[src/exid_pkg.sv]
package exid_pkg;

  // ****************************************************************
  // Opcode patterns
  // ****************************************************************
  localparam logic [7:0]  OP_ADD_HI    = 8'he8;
  localparam logic [7:0]  OP_SUB_HI    = 8'he9;
  localparam logic [7:0]  OP_PUSH_HI   = 8'hea;
  localparam logic [7:0]  OP_MOVS_HI   = 8'heb;
  localparam logic [3:0]  OP_SECOND_HI = 4'hf;
  localparam logic [15:0] OP_CALL_VIA_WORKING_REGISTER     = 16'h0014;
  localparam logic [1:0]  SEL_FRAME    = 2'h3;
  localparam int          SEL_POS      = 6;
  localparam int          LIT_W        = 6;
  localparam int          OFS_W        = 7;
  localparam int          MOVS_SS_BIT  = 7;

  // ****************************************************************
  // Widths and reset values
  // ****************************************************************
  localparam int          PTR_W        = 12;
  localparam int          PC_W         = 21;
  localparam logic [11:0] PTR_RESET    = 12'h000;
  localparam logic [20:0] PC_STEP      = 21'h000002;
  localparam logic [7:0]  ZERO_BYTE    = 8'h00;
  localparam logic [1:0]  FRAME_IDX    = 2'h2;

  // ****************************************************************
  // Sequencer states
  // ****************************************************************
  typedef enum logic [2:0] {
    EXID_FETCH,
    EXID_NOP2,
    EXID_MOVSF2,
    EXID_MOVSS2
  } exid_state_t;

endpackage

[src/exid_mem_if.sv]
`timescale 1ns/1ps
// Data memory request bundle between sequencer and port module
interface exid_mem_if;
  import exid_pkg::*;
  logic [PTR_W-1:0] addr;
  logic [7:0]       wdata;
  logic             we;
  logic             re;
  logic             srcIndirect;
  modport master (output addr, wdata, we, re, input srcIndirect);
  modport port   (input addr, wdata, we, re, output srcIndirect);
endinterface

[src/exid_decode.sv]
`timescale 1ns/1ps
// Function
// - Add 6-bit literal to selected file select pointer, one cycle, flags kept.
// - Selector 11 adds to frame pointer then returns; second cycle is idle.
// - Indirect call pushes program counter plus two onto return stack.
// - Then loads counter low from working register, high/upper from latches.
// - Indirect call is two cycles; working register, status, bank untouched.
// - Indexed-to-file move is two words: 7-bit offset, then 12-bit target.
// - Source is frame pointer plus offset, anywhere in data space.
// - Source in an indirect register reads as zero instead.
// - Push stores literal at frame pointer address in one cycle.
// - Subtract 6-bit literal from selected pointer, one cycle, flags kept.
// - Selector 11 subtracts from frame pointer then returns, two cycles.
// - Extended opcodes are recognised only with the enable bit set.
// - Push then decrements the frame pointer by one.
// - Indexed-to-indexed move; both addresses offset; indirect target is skipped.
module exid_decode
  import exid_pkg::*;
(
  // Clock and reset
  input  wire logic             clk,
  input  wire logic             rst,
  // Configuration
  input  wire logic             extendedSetEnable,
  // Instruction stream
  input  wire logic             instrValid,
  input  wire logic [15:0]      instrWord,
  input  wire logic [PC_W-1:0]  pcCurrent,
  // Core state inputs
  input  wire logic [7:0]       workingRegister,
  input  wire logic [7:0]       counterLatchHigh,
  input  wire logic [7:0]       counterLatchUpper,
  input  wire logic [PC_W-1:0]  returnStackTop,
  // Data memory
  input  wire logic [7:0]       memRdata,
  output logic [PTR_W-1:0]      memAddr,
  output logic [7:0]            memWdata,
  output logic                  memWe,
  output logic                  memRe,
  // Return stack and program counter
  output logic                  stackPush,
  output logic                  stackPop,
  output logic [PC_W-1:0]       stackPushData,
  output logic                  pcLoad,
  output logic [PC_W-1:0]       pcLoadValue,
  // Status
  output logic                  extHandled,
  output logic                  busy,
  output logic [PTR_W-1:0]      filePtr0,
  output logic [PTR_W-1:0]      filePtr1,
  output logic [PTR_W-1:0]      stackFramePointer
);

  // ****************************************************************
  // State
  // ****************************************************************
  exid_state_t      state_q, state_d;
  logic [PTR_W-1:0] ptr_q [3];
  logic [7:0]       moveData_q;
  logic             srcZero_q;
  logic [7:0]       srcByte;

  exid_mem_if memBus ();

  // ****************************************************************
  // Field decode
  // ****************************************************************
  wire [7:0]       opHi      = instrWord[15:8];
  wire [1:0]       sel       = instrWord[SEL_POS+1:SEL_POS];
  wire [7:0]       lit6      = {2'h0, instrWord[LIT_W-1:0]};
  wire [7:0]       ofs7      = {1'b0, instrWord[OFS_W-1:0]};
  wire             isMovss   = instrWord[MOVS_SS_BIT];
  wire             inFetch   = (state_q == EXID_FETCH);
  wire             go        = inFetch & instrValid & extendedSetEnable;
  wire             isAdd     = go && (opHi == OP_ADD_HI);
  wire             isSub     = go && (opHi == OP_SUB_HI);
  wire             isPush    = go && (opHi == OP_PUSH_HI);
  wire             isMovs    = go && (opHi == OP_MOVS_HI);
  wire             isCallw   = go && (instrWord == OP_CALL_VIA_WORKING_REGISTER);
  wire             isAdjust  = isAdd | isSub;
  wire             isReturn  = isAdjust && (sel == SEL_FRAME);
  wire [1:0]       ptrIdx    = isReturn ? FRAME_IDX : sel;
  wire             second    = instrValid && (instrWord[15:12] == OP_SECOND_HI);
  wire [PTR_W-1:0] frame     = ptr_q[FRAME_IDX];
  wire             inMove2   = (state_q == EXID_MOVSF2) || (state_q == EXID_MOVSS2);

  // ****************************************************************
  // Pointer adders
  // ****************************************************************
  logic [PTR_W-1:0] adjResult;
  logic [PTR_W-1:0] ofsAddr;
  logic [PTR_W-1:0] pushNext;

  exid_ptr_alu uAdj (
    .ptrIn    (ptr_q[ptrIdx]),
    .lit      (lit6),
    .subtract (isSub),
    .ptrOut   (adjResult)
  );

  // Offset is the first word's in cycle one, the second word's in cycle two
  exid_ptr_alu uOfs (
    .ptrIn    (frame),
    .lit      (ofs7),
    .subtract (1'b0),
    .ptrOut   (ofsAddr)
  );

  exid_ptr_alu uPush (
    .ptrIn    (frame),
    .lit      (8'h01),
    .subtract (1'b1),
    .ptrOut   (pushNext)
  );

  // ****************************************************************
  // Memory request
  // ****************************************************************
  // Move destination: absolute 12 bits or frame-relative offset
  wire [PTR_W-1:0] dstAddr  = (state_q == EXID_MOVSF2) ? instrWord[PTR_W-1:0] : ofsAddr;
  wire             dstIndir = (state_q == EXID_MOVSS2) && memBus.srcIndirect;
  assign memBus.addr  = isPush ? frame : (inMove2 ? dstAddr : ofsAddr);
  assign memBus.wdata = isPush ? instrWord[7:0] : moveData_q;
  assign memBus.we    = isPush | (inMove2 & second & ~dstIndir);
  assign memBus.re    = isMovs;
  assign srcByte      = memBus.srcIndirect ? ZERO_BYTE : memRdata;

  exid_mem_port uPort (
    .req      (memBus.port),
    .memAddr  (memAddr),
    .memWdata (memWdata),
    .memWe    (memWe),
    .memRe    (memRe)
  );

  // ****************************************************************
  // Return stack and program counter
  // ****************************************************************
  // Call pushes next address; working register and latches form target
  assign stackPush     = isCallw;
  assign stackPushData = PC_W'(pcCurrent + PC_STEP);
  assign stackPop      = isReturn;
  assign pcLoad        = isCallw | isReturn;
  assign pcLoadValue   = isCallw ? {counterLatchUpper[4:0], counterLatchHigh, workingRegister}
                                 : returnStackTop;
  assign extHandled    = isAdd | isSub | isPush | isMovs | isCallw | (inMove2 & second);
  assign busy          = ~inFetch;

  // ****************************************************************
  // Next state
  // ****************************************************************
  // Two-cycle forms hold the sequencer so the fetched word is discarded
  always_comb begin
    state_d = state_q;
    case (state_q)
      EXID_FETCH: begin
        if (isCallw || isReturn) begin
          state_d = EXID_NOP2;
        end else if (isMovs) begin
          state_d = isMovss ? EXID_MOVSS2 : EXID_MOVSF2;
        end
      end
      EXID_NOP2: begin
        state_d = EXID_FETCH;
      end
      EXID_MOVSF2, EXID_MOVSS2: begin
        if (second) begin
          state_d = EXID_FETCH;
        end
      end
      default: begin
        state_d = EXID_FETCH;
      end
    endcase
  end

  // ****************************************************************
  // Registers
  // ****************************************************************
  always_ff @(posedge clk) begin
    if (rst) begin
      state_q <= EXID_FETCH;
    end else begin
      state_q <= state_d;
    end
  end

  // Pointers; status flags are never touched by these opcodes
  always_ff @(posedge clk) begin
    if (rst) begin
      ptr_q[0] <= PTR_RESET;
      ptr_q[1] <= PTR_RESET;
      ptr_q[2] <= PTR_RESET;
    end else if (isAdjust) begin
      ptr_q[ptrIdx] <= adjResult;
    end else if (isPush) begin
      ptr_q[FRAME_IDX] <= pushNext;
    end
  end

  // Source byte captured in cycle one, written in cycle two
  always_ff @(posedge clk) begin
    if (rst) begin
      moveData_q <= ZERO_BYTE;
      srcZero_q  <= 1'b0;
    end else if (isMovs) begin
      moveData_q <= srcByte;
      srcZero_q  <= memBus.srcIndirect;
    end
  end

  assign filePtr0          = ptr_q[0];
  assign filePtr1          = ptr_q[1];
  assign stackFramePointer = ptr_q[FRAME_IDX];

  // ****************************************************************
  // Checks
  // ****************************************************************
  a_add_ptr_update: assert property (@(posedge clk) disable iff (rst)
    isAdd && !isReturn |=> ptr_q[$past(sel)] == $past(ptr_q[sel] + {4'h0, lit6}))
    else $error("pointer add wrong");
  a_addret_twocyc: assert property (@(posedge clk) disable iff (rst)
    isReturn |-> pcLoad && pcLoadValue == returnStackTop ##1 busy && !pcLoad ##1 !busy)
    else $error("adjust-and-return sequence wrong");
  a_call_push_pc: assert property (@(posedge clk) disable iff (rst)
    isCallw |-> stackPush && stackPushData == PC_W'(pcCurrent + 21'h2))
    else $error("call push address wrong");
  a_call_target: assert property (@(posedge clk) disable iff (rst)
    isCallw |-> pcLoadValue[7:0] == workingRegister && pcLoadValue[15:8] == counterLatchHigh)
    else $error("call target wrong");
  a_call_nop: assert property (@(posedge clk) disable iff (rst)
    isCallw |=> busy && !memWe && !stackPush && !pcLoad)
    else $error("call second cycle not idle");
  a_move_indexed_to_file_dest: assert property (@(posedge clk) disable iff (rst)
    state_q == EXID_MOVSF2 && second |-> memWe && memAddr == instrWord[11:0]
    && memWdata == moveData_q)
    else $error("move destination wrong");
  a_move_src_addr: assert property (@(posedge clk) disable iff (rst)
    isMovs |-> memAddr == PTR_W'(frame + {5'h0, instrWord[6:0]}))
    else $error("move source address wrong");
  a_indir_zero: assert property (@(posedge clk) disable iff (rst)
    isMovs && memBus.srcIndirect |=> moveData_q == 8'h00)
    else $error("indirect source not zero");
  a_push_store: assert property (@(posedge clk) disable iff (rst)
    isPush |-> memWe && memAddr == frame && memWdata == instrWord[7:0]
    ##1 stackFramePointer == PTR_W'($past(frame) - 12'h001))
    else $error("push wrong");
  a_sub_ptr_update: assert property (@(posedge clk) disable iff (rst)
    isSub && !isReturn |=> ptr_q[$past(sel)] == $past(ptr_q[sel] - {4'h0, lit6}))
    else $error("pointer subtract wrong");
  a_subret_frame: assert property (@(posedge clk) disable iff (rst)
    isSub && isReturn |=> stackFramePointer == $past(frame - {4'h0, lit6}))
    else $error("subtract-and-return frame wrong");
  a_disabled_idle: assert property (@(posedge clk) disable iff (rst)
    !extendedSetEnable && inFetch |-> !extHandled && !memWe && !pcLoad)
    else $error("extended opcode active while disabled");
  a_move_indexed_to_indexed_indir_nop: assert property (@(posedge clk) disable iff (rst)
    state_q == EXID_MOVSS2 && memBus.srcIndirect |-> !memWe)
    else $error("indirect destination written");

  // ****************************************************************
  // Sequencer, strobe, pointer, target and data checks
  // ****************************************************************
  // Cycle counts matter to the core's fetch: a stray busy cycle loses a word
  a_addret_frame: assert property (@(posedge clk) disable iff (rst)
    isAdd && isReturn |=> stackFramePointer == $past(frame + {4'h0, lit6}))
    else $error("add-and-return frame wrong");
  a_call_upper: assert property (@(posedge clk) disable iff (rst)
    isCallw |-> pcLoadValue[20:16] == counterLatchUpper[4:0])
    else $error("call upper target wrong");
  a_call_twocyc: assert property (@(posedge clk) disable iff (rst)
    isCallw |=> busy ##1 !busy)
    else $error("call not two cycles");
  a_busy_no_flow: assert property (@(posedge clk) disable iff (rst)
    busy |-> !stackPush && !stackPop && !pcLoad)
    else $error("flow change in idle cycle");
  a_adjust_onecyc: assert property (@(posedge clk) disable iff (rst)
    isAdjust && !isReturn |=> !busy)
    else $error("pointer adjust not one cycle");
  a_adjust_no_mem: assert property (@(posedge clk) disable iff (rst)
    isAdjust |-> !memWe && !memRe)
    else $error("pointer adjust touched memory");
  a_push_onecyc: assert property (@(posedge clk) disable iff (rst)
    isPush |=> !busy)
    else $error("push not one cycle");
  a_move_wait: assert property (@(posedge clk) disable iff (rst)
    isMovs |=> busy)
    else $error("move did not wait for second word");
  a_move_read: assert property (@(posedge clk) disable iff (rst)
    isMovs && !memBus.srcIndirect |-> memRe)
    else $error("move source not read");
  a_indir_no_read: assert property (@(posedge clk) disable iff (rst)
    memBus.srcIndirect |-> !memRe)
    else $error("indirect register read");
  // Captured flag keeps the zero substitution visible at the write
  a_move_indexed_to_file_zero_src: assert property (@(posedge clk) disable iff (rst)
    state_q == EXID_MOVSF2 && srcZero_q |-> memWdata == ZERO_BYTE)
    else $error("indirect source byte not zero");
  a_move_indexed_to_indexed_dst_addr: assert property (@(posedge clk) disable iff (rst)
    state_q == EXID_MOVSS2 |-> memAddr == PTR_W'(frame + {5'h0, instrWord[6:0]}))
    else $error("indexed destination address wrong");
  a_disabled_ptrs: assert property (@(posedge clk) disable iff (rst)
    !extendedSetEnable && inFetch |=> filePtr0 == $past(filePtr0)
    && filePtr1 == $past(filePtr1)
    && stackFramePointer == $past(stackFramePointer))
    else $error("pointer changed while disabled");

endmodule

[src/exid_ptr_alu.sv]
`timescale 1ns/1ps
// Pointer adder for literal adjust; wraps at pointer width
module exid_ptr_alu
  import exid_pkg::*;
(
  // Operands
  input  wire logic [PTR_W-1:0] ptrIn,
  input  wire logic [7:0]       lit,
  input  wire logic             subtract,
  // Result
  output logic [PTR_W-1:0]      ptrOut
);
  // ****************************************************************
  // Modular arithmetic
  // ****************************************************************
  // Carry and borrow are dropped; no flag consumes them
  wire [PTR_W-1:0] litExt = {{(PTR_W-8){1'b0}}, lit};
  assign ptrOut = subtract ? PTR_W'(ptrIn - litExt) : PTR_W'(ptrIn + litExt);
endmodule

[src/exid_mem_port.sv]
`timescale 1ns/1ps
// Data memory port: drives memory pins and flags indirect registers
module exid_mem_port
  import exid_pkg::*;
#(
  parameter logic [PTR_W-1:0] INDF_BASE = 12'hfef,
  parameter logic [PTR_W-1:0] INDF_STEP = 12'h008,
  parameter int               INDF_NUM  = 3,
  parameter int               INDF_SPAN = 5
) (
  // Request side
  exid_mem_if.port  req,
  // Memory side
  output logic [PTR_W-1:0] memAddr,
  output logic [7:0]       memWdata,
  output logic             memWe,
  output logic             memRe
);
  // ****************************************************************
  // Indirect register window detect
  // ****************************************************************
  logic [INDF_NUM-1:0] hit;
  genvar g;
  generate
    for (g = 0; g < INDF_NUM; g++) begin : gIndf
      wire [PTR_W-1:0] lo = PTR_W'(INDF_BASE - PTR_W'(g) * INDF_STEP);
      assign hit[g] = (req.addr >= lo) && (req.addr < PTR_W'(lo + PTR_W'(INDF_SPAN)));
    end
  endgenerate
  assign req.srcIndirect = |hit;
  assign memAddr  = req.addr;
  assign memWdata = req.wdata;
  assign memWe    = req.we;
  assign memRe    = req.re & ~req.srcIndirect;
endmodule

[config.mk]
export PLATFORM = sky130hd
export DESIGN_NAME = exid_decode
export DESIGN_NICKNAME = d
export VERILOG_FILES = /design/src/exid_pkg.sv /design/src/exid_mem_if.sv /design/src/exid_decode.sv /design/src/exid_ptr_alu.sv /design/src/exid_mem_port.sv
export SDC_FILE = /design/constraint.sdc
export NUM_CORES = 1
export LEC_CHECK = 0
export ABC_AREA = 1
export ABC_CLOCK_PERIOD_IN_PS = 3000
export BUFFER_PORTS_ARGS = -buffer_cell sky130_fd_sc_hd__buf_2
export CORE_AREA = 2 2 128 130
export DETAILED_ROUTE_END_ITERATION = 8
export DIE_AREA = 0 0 130 132
export GPL_TIMING_DRIVEN = 1
export HOLD_SLACK_MARGIN = 0.08
export SYNTH_ARGS = -nofsm -noshare
export SYNTH_HDL_FRONTEND = slang
export SYNTH_SLANG_ARGS = --single-unit
[constraint.sdc]
create_clock -name clk -period 3 [get_ports clk]
set_input_delay 0.3 -clock clk [delete_from_list [all_inputs] [get_ports clk]]
set_output_delay 0.3 -clock clk [all_outputs]
set_load 0.02 [all_outputs]
**After elaboration in Yosys (flattened, before gate mapping)**

Memories as Yosys holds them, arrays and structs flattened.
Cells that the tools add are included.

- Bits in registers: 11
- Output and inout port bits: 105
- Memories kept: 1
- Input port bits: 94
- Bits in writable memories: 36
- Logic and storage cells: 85

- Mux-type cells: 26
- Reductions and logical operators: 18
- Equality and inequality tests: 11
- Bitwise gates (word level): 16
- $lt $le $gt $ge: 6
- Add/subtract/negate cells: 5

Memory list:

| name | words | width | rd ports | clocked after Yosys merged registers in | write ports | line | source |
|---|---|---|---|---|---|---|---|
| ptr_q | 3 | 12 | 4 | 0 | 3 | exid_decode.sv:58 | `logic [PTR_W-1:0] ptr_q [3];` |

Operators with widths:

| operator | count |
|---|---|
| $mux 12 | 6 |
| $ge 12x12->1 const B | 3 |
| $lt 12x12->1 const B | 3 |
| $eq 8x8->1 const B | 4 |
| $add 21x2->21 const B | 1 |
| $mux 21 | 1 |
| $eq 16x5->1 const B | 1 |
| $mux 8 | 2 |
| $add 12x6->12 | 1 |
| $add 12x7->12 | 1 |
| $reduce_or 12->1 | 1 |
| $sub 12x1->12 const B | 1 |
| $sub 12x6->12 | 1 |
| $logic_and 1x1->1 | 11 |
| $mux 1 | 11 |
| $mux 3 | 3 |
| $or 1x1->1 | 8 |
| $eq 3x2->1 const B | 2 |
| $pmux 3 s2 | 1 |
| $and 1x1->1 | 5 |
| $eq 4x4->1 const B | 1 |
| $mux 2 | 2 |
| $logic_not 3->1 | 1 |
| $ne 3x1->1 const B | 1 |
| 7 further kinds | 10 |

**Longest topological paths before layout**

Gate-level depths: netlist (run 1).

- Depth after elaboration: 12
- Depth in mapped cells: 24
- Gate-level depth less buffers: 23

**Modules after synthesis**

From an unflattened synthesis (run 1), not the netlist that was laid out.

- Cell total of the unflattened synthesis: 1060
- Area, all modules: 6901.6 um2

By module, submodules not included:

| module | area an instance (um2) | cells an instance | sequential area each (um2) | times used |
|---|---|---|---|---|
| exid_decode | 4027.6 | 537 | 1641.6 | 1 |
| exid_ptr_alu | 874.6 | 161 | 0.0 | 3 |
| exid_mem_port | 250.2 | 40 | 0.0 | 1 |

**Worst setup path before layout (run 1)**

OpenSTA, ideal clock, no wires.

- Kind: register to register
- From: register state_q[0]
- To: memory ptr_q[0][9] (data pin)
- Library setup time: 0.266 ns
- Required time: 2.734 ns
- Slack: -0.270 ns
- Path buffers: 1
- Arrival time: 3.004 ns
- Cell stages (with the launch flop): 22
- Cells stage by stage: dfxtp_1 -> inv_2 -> nand2_4 -> nor2_4 -> nand2_1 -> nor3_2 -> nand2_2 -> nand2_4 -> inv_2 -> clkbuf_1 -> o21ai_0 -> a21oi_1 -> a21oi_1 -> ha_1 -> a21o_1 -> a31oi_1 -> o21ai_0 -> a21oi_1 -> xor2_1 -> o21ai_0 -> inv_1 -> nor2_1

RTL lines:

| element | line | source |
|---|---|---|
| start: declaration | exid_decode.sv:57 | `exid_state_t state_q, state_d;` |
| start signal: assignment | exid_decode.sv:184 | `state_q <= state_d;` |
| end: declaration | exid_decode.sv:58 |  |

==> flow_summary.ini, run 1 <==
[run_status]
status = complete, but fails checks
failed_checks = negative setup slack

[die]
start_util_pct = 33.7
core-area_mm2 = 0.0157
fp.dieH_um = 132
fp.dieArea_mm2 = 0.0172
die_w_um = 130
io_pins = 199
rows = 46

[synth]
synth-seq-cells = 58
synthSimpleGateAreaFrac_pct = 34.8
synth_ff_type = edfxtp_1
synth-xor-area-share_pct = 5.78
yosysWarnings = 0
synthesis.area_mm2 = 0.00530
syn-instance-count = 789
synth_top_family_by_area = simple AND/OR/NAND/NOR gates
synth-seq-area-share_pct = 31.0
netlist.area_leader.share_pct = 27.2
synth-edff-count = 48
synth.area.mux_share_pct = 0.189
synth_cell_types = 47
synth_area_leaders = edfxtp_1 27%, nand2_1 16%, inv_1 6.9%
syn_area_per_cell_um2 = 6.72
synth_top_cell_by_area = edfxtp_1
ys_async_sr_fraction_pct = 0
synthAdderAreaFrac_pct = 5.71
synth_compound_area_share_pct = 12.7

[sta]
hold_viol = 0
setup_viol = 13
fin_crit_sh_pct = 104
period_needed_ns = 3.12
rsz0062_at_grt = true
slew_headroom_pct = 62.9
setup_ws_ns = -0.122
fmax_mhz = 320
fin_hold_ws_ns = 0.226
finClkSkew_ns = 0.00930
final-max-slew-violation-count = 0
worstMarginPinSlew_ns = 0.555

[place]
gp_congestion = 0.909
port_buffers = 193
post-dp-hpwl_um = 15400
placed_area_mm2 = 0.00709

[setup_path]
critical_path_required_ns = 3.08
arrival_ns = 3.21
start_kind = flip-flop
critPathMaxFanout = 5
critPathKind = flip-flop to flip-flop
cp-end-kind = flip-flop

[pwr]
ir_drop_uv = 309
power_leakage_uw = 0.00401
power.density_mw_per_mm2 = 384

[global_route]
use_met3_pct = 3.04
grt_remaining_overflow = 0
grt_pass1_wl_um = 29600
grt_pass1_vias = 5722
top_usage_layer = met2
antenna_found_initial = 1
grt_use_met2_pct = 34.9
grt_max_degree = 24
grt_usage_pct = 22.1
grtUsageMet1_pct = 31.5

[final_layout]
multi_input_area_mm2 = 0.00346
final_layout_size_suffix_gt1_share_pct = 38.0
syn_to_final_growth_pct = 46.8
fin_area_mm2 = 0.00778
regArea_mm2 = 0.00164
fill_cells = 1610
nets = 1193

[job]
drv_cap = 0

[detailed_routing]
post-route-drc-count = 0
drt-initial-drc-count = 416
via_per_inst = 4.82
wl_per_cell_um = 15.0
via_count = 6258
routed_wl_um = 19500
drtPass1Iterations = 5
ant_nets = 0

[clocking]
cts_max_path_buffers = 2
ctsHoldBuffers = 0
cts_buffers = 9
worstSkewPairLatency_ns = 0.34
h-tree-depth = 3
clock-sinks = 58
clk_pin_slew_ns = 0.06
cts_root_buffer = clkbuf_16
cts_tree = yes

[min_path]
hold_path_class = primary input to flip-flop
-- registers in the layout, indices dropped and copies added, names as in the netlist --
name,count
moveData_q,8
ptr_q,48
state_q,2
-- worst paths after layout --
| check | from | end | slack, ns | cells past startpoint |
|---|---|---|---|---|
| max reg2reg | state_q[1] | ptr_q[2][11] | -0.12 | 22 |
| min reg2reg | moveData_q[3] | moveData_q[3] | 0.47 | 2 |
| min | memRdata[2] | moveData_q[2] | 0.23 | 3 |
| max | state_q[1] | ptr_q[2][11] | -0.12 | 22 |
-- logic make-up after synthesis --
logic type | Yosys count
AND/OR/NAND/NOR | 425
adder cells (fa/ha/maj) | 23
AO/OA/AOI/OAI | 117
flip-flops | 58
other | 1
multiplexers | 1
XOR/XNOR | 35
buffers and inverters | 129
-- Yosys cell counts (3+ instances only) --
library cell	n
a21oi_1	38
a31oi_1	3
buf_2	10
clkbuf_1	12
dfxtp_1	10
edfxtp_1	48
ha_1	21
inv_1	97
inv_2	7
nand2_1	227
nand2_2	5
nand2_4	3
nand3_1	66
nand3_2	3
nand4_1	10
nor2_1	82
nor2_2	3
nor2_4	4
nor3_1	9
nor4_1	5
o21ai_0	37
o21ai_1	6
o21ai_2	4
o22ai_1	11
or2_2	4
xnor2_1	10
xor2_1	25
-- through the flow --
| stage | setup WS, ns | util (%) | total power (µW) | setup TNS (ns) | instances |
|---|---|---|---|---|---|
| floorplan | -0.141 | - | 1500 | -0.960 | 800 |
| global placement | -0.232 | 45.1 | 1860 | -5.32 | 1262 |
| detailed placement | -0.302 | 45.1 | 1860 | -6.43 | 1262 |
| CTS | -0.0439 | 48.1 | 2910 | -0.174 | 1288 |
| global route | -0.358 | 49.5 | 3150 | -5.09 | 1297 |
| finish | -0.122 | 49.5 | 2990 | -0.814 | 1297 |
-- critical path, stage by stage, from the launching register on --
cell	delay [ns]
dfxtp_2	0.32
inv_2	0.07
nand2_4	0.06
nor2_4	0.08
nand2_2	0.07
nor3_4	0.19
nand2_2	0.11
nand2_4	0.14
buf_4	0.13
buf_4	0.09
a21oi_1	0.05
a22oi_1	0.21
ha_1	0.22
buf_4	0.12
a21oi_2	0.06
nor2_1	0.14
a211oi_2	0.06
or2_2	0.28
and3_4	0.15
nand3_1	0.08
nand3_2	0.10
nand2_4	0.11
nor2_1	0.05
-- final cells by class --
type | count | area share, %
timing repair buffer | 290 | 22.2
clock buffer | 9 | 2.89
sequential | 58 | 21.1
antenna | 1 | 0.0321
clock inverter | 6 | 0.756
multi-input combinational | 613 | 44.4
inverter | 104 | 5.11
tap | 216 | 3.47
-- where the power goes --
part | internal, µW | switching (µW)
registers | 932 | 23.0
logic | 417 | 608
clock network | 631 | 378
-- per-layer routing --
layer  wire length, µm  vias to the layer above
met5                 0                        -
met4               314                        0
met3              1350                       22
met1              8900                     2861
li1                  -                     3151
met2              8940                      224
-- layout by cell type (no fill, tap or decap), drive strengths merged, types with 4 or more instances in the layout --
cell type	count
buf	290
nand2	235
inv	104
nor2	89
nand3	69
edfxtp	48
o21ai	47
a21oi	40
xor2	25
ha	21
conb	12
o22ai	11
nor3	11
nand4	10
xnor2	10
dfxtp	10
clkbuf	9
nor4	5
or2	4
-- timing repair --
item                       CTS  global route
resized for setup           34            50
setup buffers               11             8
setup endpoints to repair   34            38
hold endpoints to repair     0             0
pin swaps                   28             9
Note: power is estimated with default switching activity, not from simulation.
==> run 2: changes to the inputs <==
Settings changed: CELL_PAD_IN_SITES_DETAIL_PLACEMENT from default to 0, CELL_PAD_IN_SITES_GLOBAL_PLACEMENT from default to 1, CORE_AREA 2 2 128 130 to 2 2 134 136, DIE_AREA 0 0 130 132 to 0 0 136 138, PLACE_DENSITY_LB_ADDON from default to 0.1.
==> flow_summary.ini, run 2 (synthesized netlist as in run 1, its figures left out) <==
[die]
core-area_mm2 = 0.0175
start_util_pct = 30.2
io_pins = 199
fp.dieH_um = 138
rows = 49
die_w_um = 136
fp.dieArea_mm2 = 0.0188

[setup_path]
r2r_cells = 20
r2r-end = ptr_q[0][9]
critical_path_required_ns = 3.09
worstReg2RegStart = state_q[1]
start_kind = flip-flop
cp-end-kind = flip-flop
critPathMaxFanout = 7
arrival_ns = 3.20
reg2reg_slack_ns = -0.11
critPathKind = flip-flop to flip-flop

[clocking]
cts_root_buffer = clkbuf_16
clk_pin_slew_ns = 0.06
worstSkewPairLatency_ns = 0.34
cts_buffers = 9
cts_tree = yes
ctsHoldBuffers = 0
clock-sinks = 58
h-tree-depth = 3
cts_max_path_buffers = 2

[final_layout]
largest_register_ffs = 48
fill_cells = 1876
final_cell_mix = 221 x nand2_1, 192 x buf_2, 110 x buf_4
reg.largest.list = ptr_q: 48 flops, moveData_q: 8 flops, state_q: 2 flops
final_layout_size_suffix_gt1_share_pct = 39.6
top_register = ptr_q
syn_to_final_growth_pct = 51.9
nets = 1216
final_util_pct = 45.9
final_common_cell = nand2_1
n_antenna_cell = 0

[global_route]
grt_remaining_overflow = 0
grt_usage_pct = 21.0
grt_pass1_vias = 5682
antenna_found_initial = 0
grt_pass1_wl_um = 30600
grt_max_degree = 24

[sta]
final-max-slew-violation-count = 0
fmax_mhz = 322
finClkSkew_ns = 0.00838
setup_viol = 22
fin_crit_sh_pct = 104
rsz0062_at_grt = true
worstMarginPinSlew_ns = 0.570
period_needed_ns = 3.11
slew_headroom_pct = 61.9
setup_ws_ns = -0.109
hold_viol = 0

[detailed_routing]
wl_per_cell_um = 14.9
drtPass1Iterations = 4
drt-initial-drc-count = 366
routed_wl_um = 19900
via_per_inst = 4.59
ant_nets = 0
post-route-drc-count = 0
via_count = 6119

[place]
post-dp-hpwl_um = 16000
port_buffers = 193
gp_congestion = 0.859

[run_status]
status = complete, but fails checks
failed_checks = negative setup slack

[min_path]
min_path_cells = 3
hold_path_class = primary input to flip-flop
hp-start = memRdata[0]
hold-path-endpoint = moveData_q[0]

[pwr]
ir_drop_uv = 485
power.total_uw = 3240
power_leakage_uw = 0.00417
power.density_mw_per_mm2 = 402

[job]
drv_cap = 0
## run 2: timing repair
| item | CTS | global route |
|---|---|---|
| setup endpoints to repair | 32 | 42 |
| resized for setup | 46 | 48 |
| pin swaps | 28 | 11 |
| buffers inserted | 19 | 10 |
| cloned | 1 | 0 |
## run 2: how the worst max path moves through the flow
stage,start,to,slack [ns],depth (start not counted)
6_report,state_q[1],ptr_q[0][9],-0.11,20
5_1_grt,state_q[0],ptr_q[0][9],-0.33,21
4_1_cts,state_q[1],ptr_q[0][9],-0.03,21
3_5_place_dp,instrWord[15],ptr_q[0][6],-0.30,21
3_3_place_gp,instrWord[14],ptr_q[2][9],-0.22,21
2_1_floorplan,state_q[0],ptr_q[0][9],-0.14,22
## run 2: power breakdown
| part | total (µW) | leakage, µW | switching (µW) | internal [µW] |
|---|---|---|---|---|
| Sequential | 957 | 0.000571 | 25.2 | 932 |
| Clock | 1230 | 0.000171 | 411 | 820 |
| Combinational | 1050 | 0.00343 | 607 | 441 |
| Total | 3240 | 0.00417 | 1040 | 2190 |
## run 2: cell type report
| type | count | area, µm² | share of cell area, % |
|---|---|---|---|
| multi-input combinational | 613 | 3450 | 42.9 |
| timing repair buffer | 312 | 1910 | 23.7 |
| sequential | 58 | 1640 | 20.4 |
| inverter | 104 | 398 | 4.94 |
| tap | 229 | 287 | 3.56 |
| clock buffer | 9 | 225 | 2.80 |
| clock inverter | 7 | 125 | 1.55 |
| timing repair inverter | 1 | 11.3 | 0.140 |
## run 2: per-layer routing
layer	GRT usage (%)	routed length, µm	share of wire [%]
met5	0	0	0
met1	30.8	9820	49
met2	32.7	9120	46
met4	4.28	265	1.3
met3	2.93	699	3.5
## run 2: critical path, cell delays in order (launching register included)
cell	delay, ns
dfxtp_2	0.32
inv_2	0.07
nand2_4	0.06
nor2_4	0.09
nand2_2	0.07
nor3_4	0.17
nand2_2	0.13
nand2_8	0.13
inv_8	0.05
o21ai_1	0.15
a21oi_2	0.04
a21oi_1	0.15
ha_1	0.29
a21o_1	0.22
a31oi_4	0.23
o21ai_4	0.09
a21oi_2	0.15
xor2_1	0.17
o21ai_1	0.10
inv_1	0.10
nor2_1	0.06
## run 2: through the flow
| step | TNS, ns | worst slack, ns | hold WS [ns] | cells | instance area, µm² |
|---|---|---|---|---|---|
| after floorplan | -0.960 | -0.141 | 0.445 | 800 | 5400 |
| after global placement | -4.83 | -0.217 | 0.456 | 1287 | 7190 |
| after detailed placement | -5.64 | -0.304 | 0.459 | 1287 | 7190 |
| after CTS | -0.0572 | -0.0270 | 0.227 | 1323 | 7850 |
| after global routing | -8.49 | -0.329 | 0.223 | 1333 | 8050 |
| final | -1.26 | -0.109 | 0.234 | 1333 | 8050 |
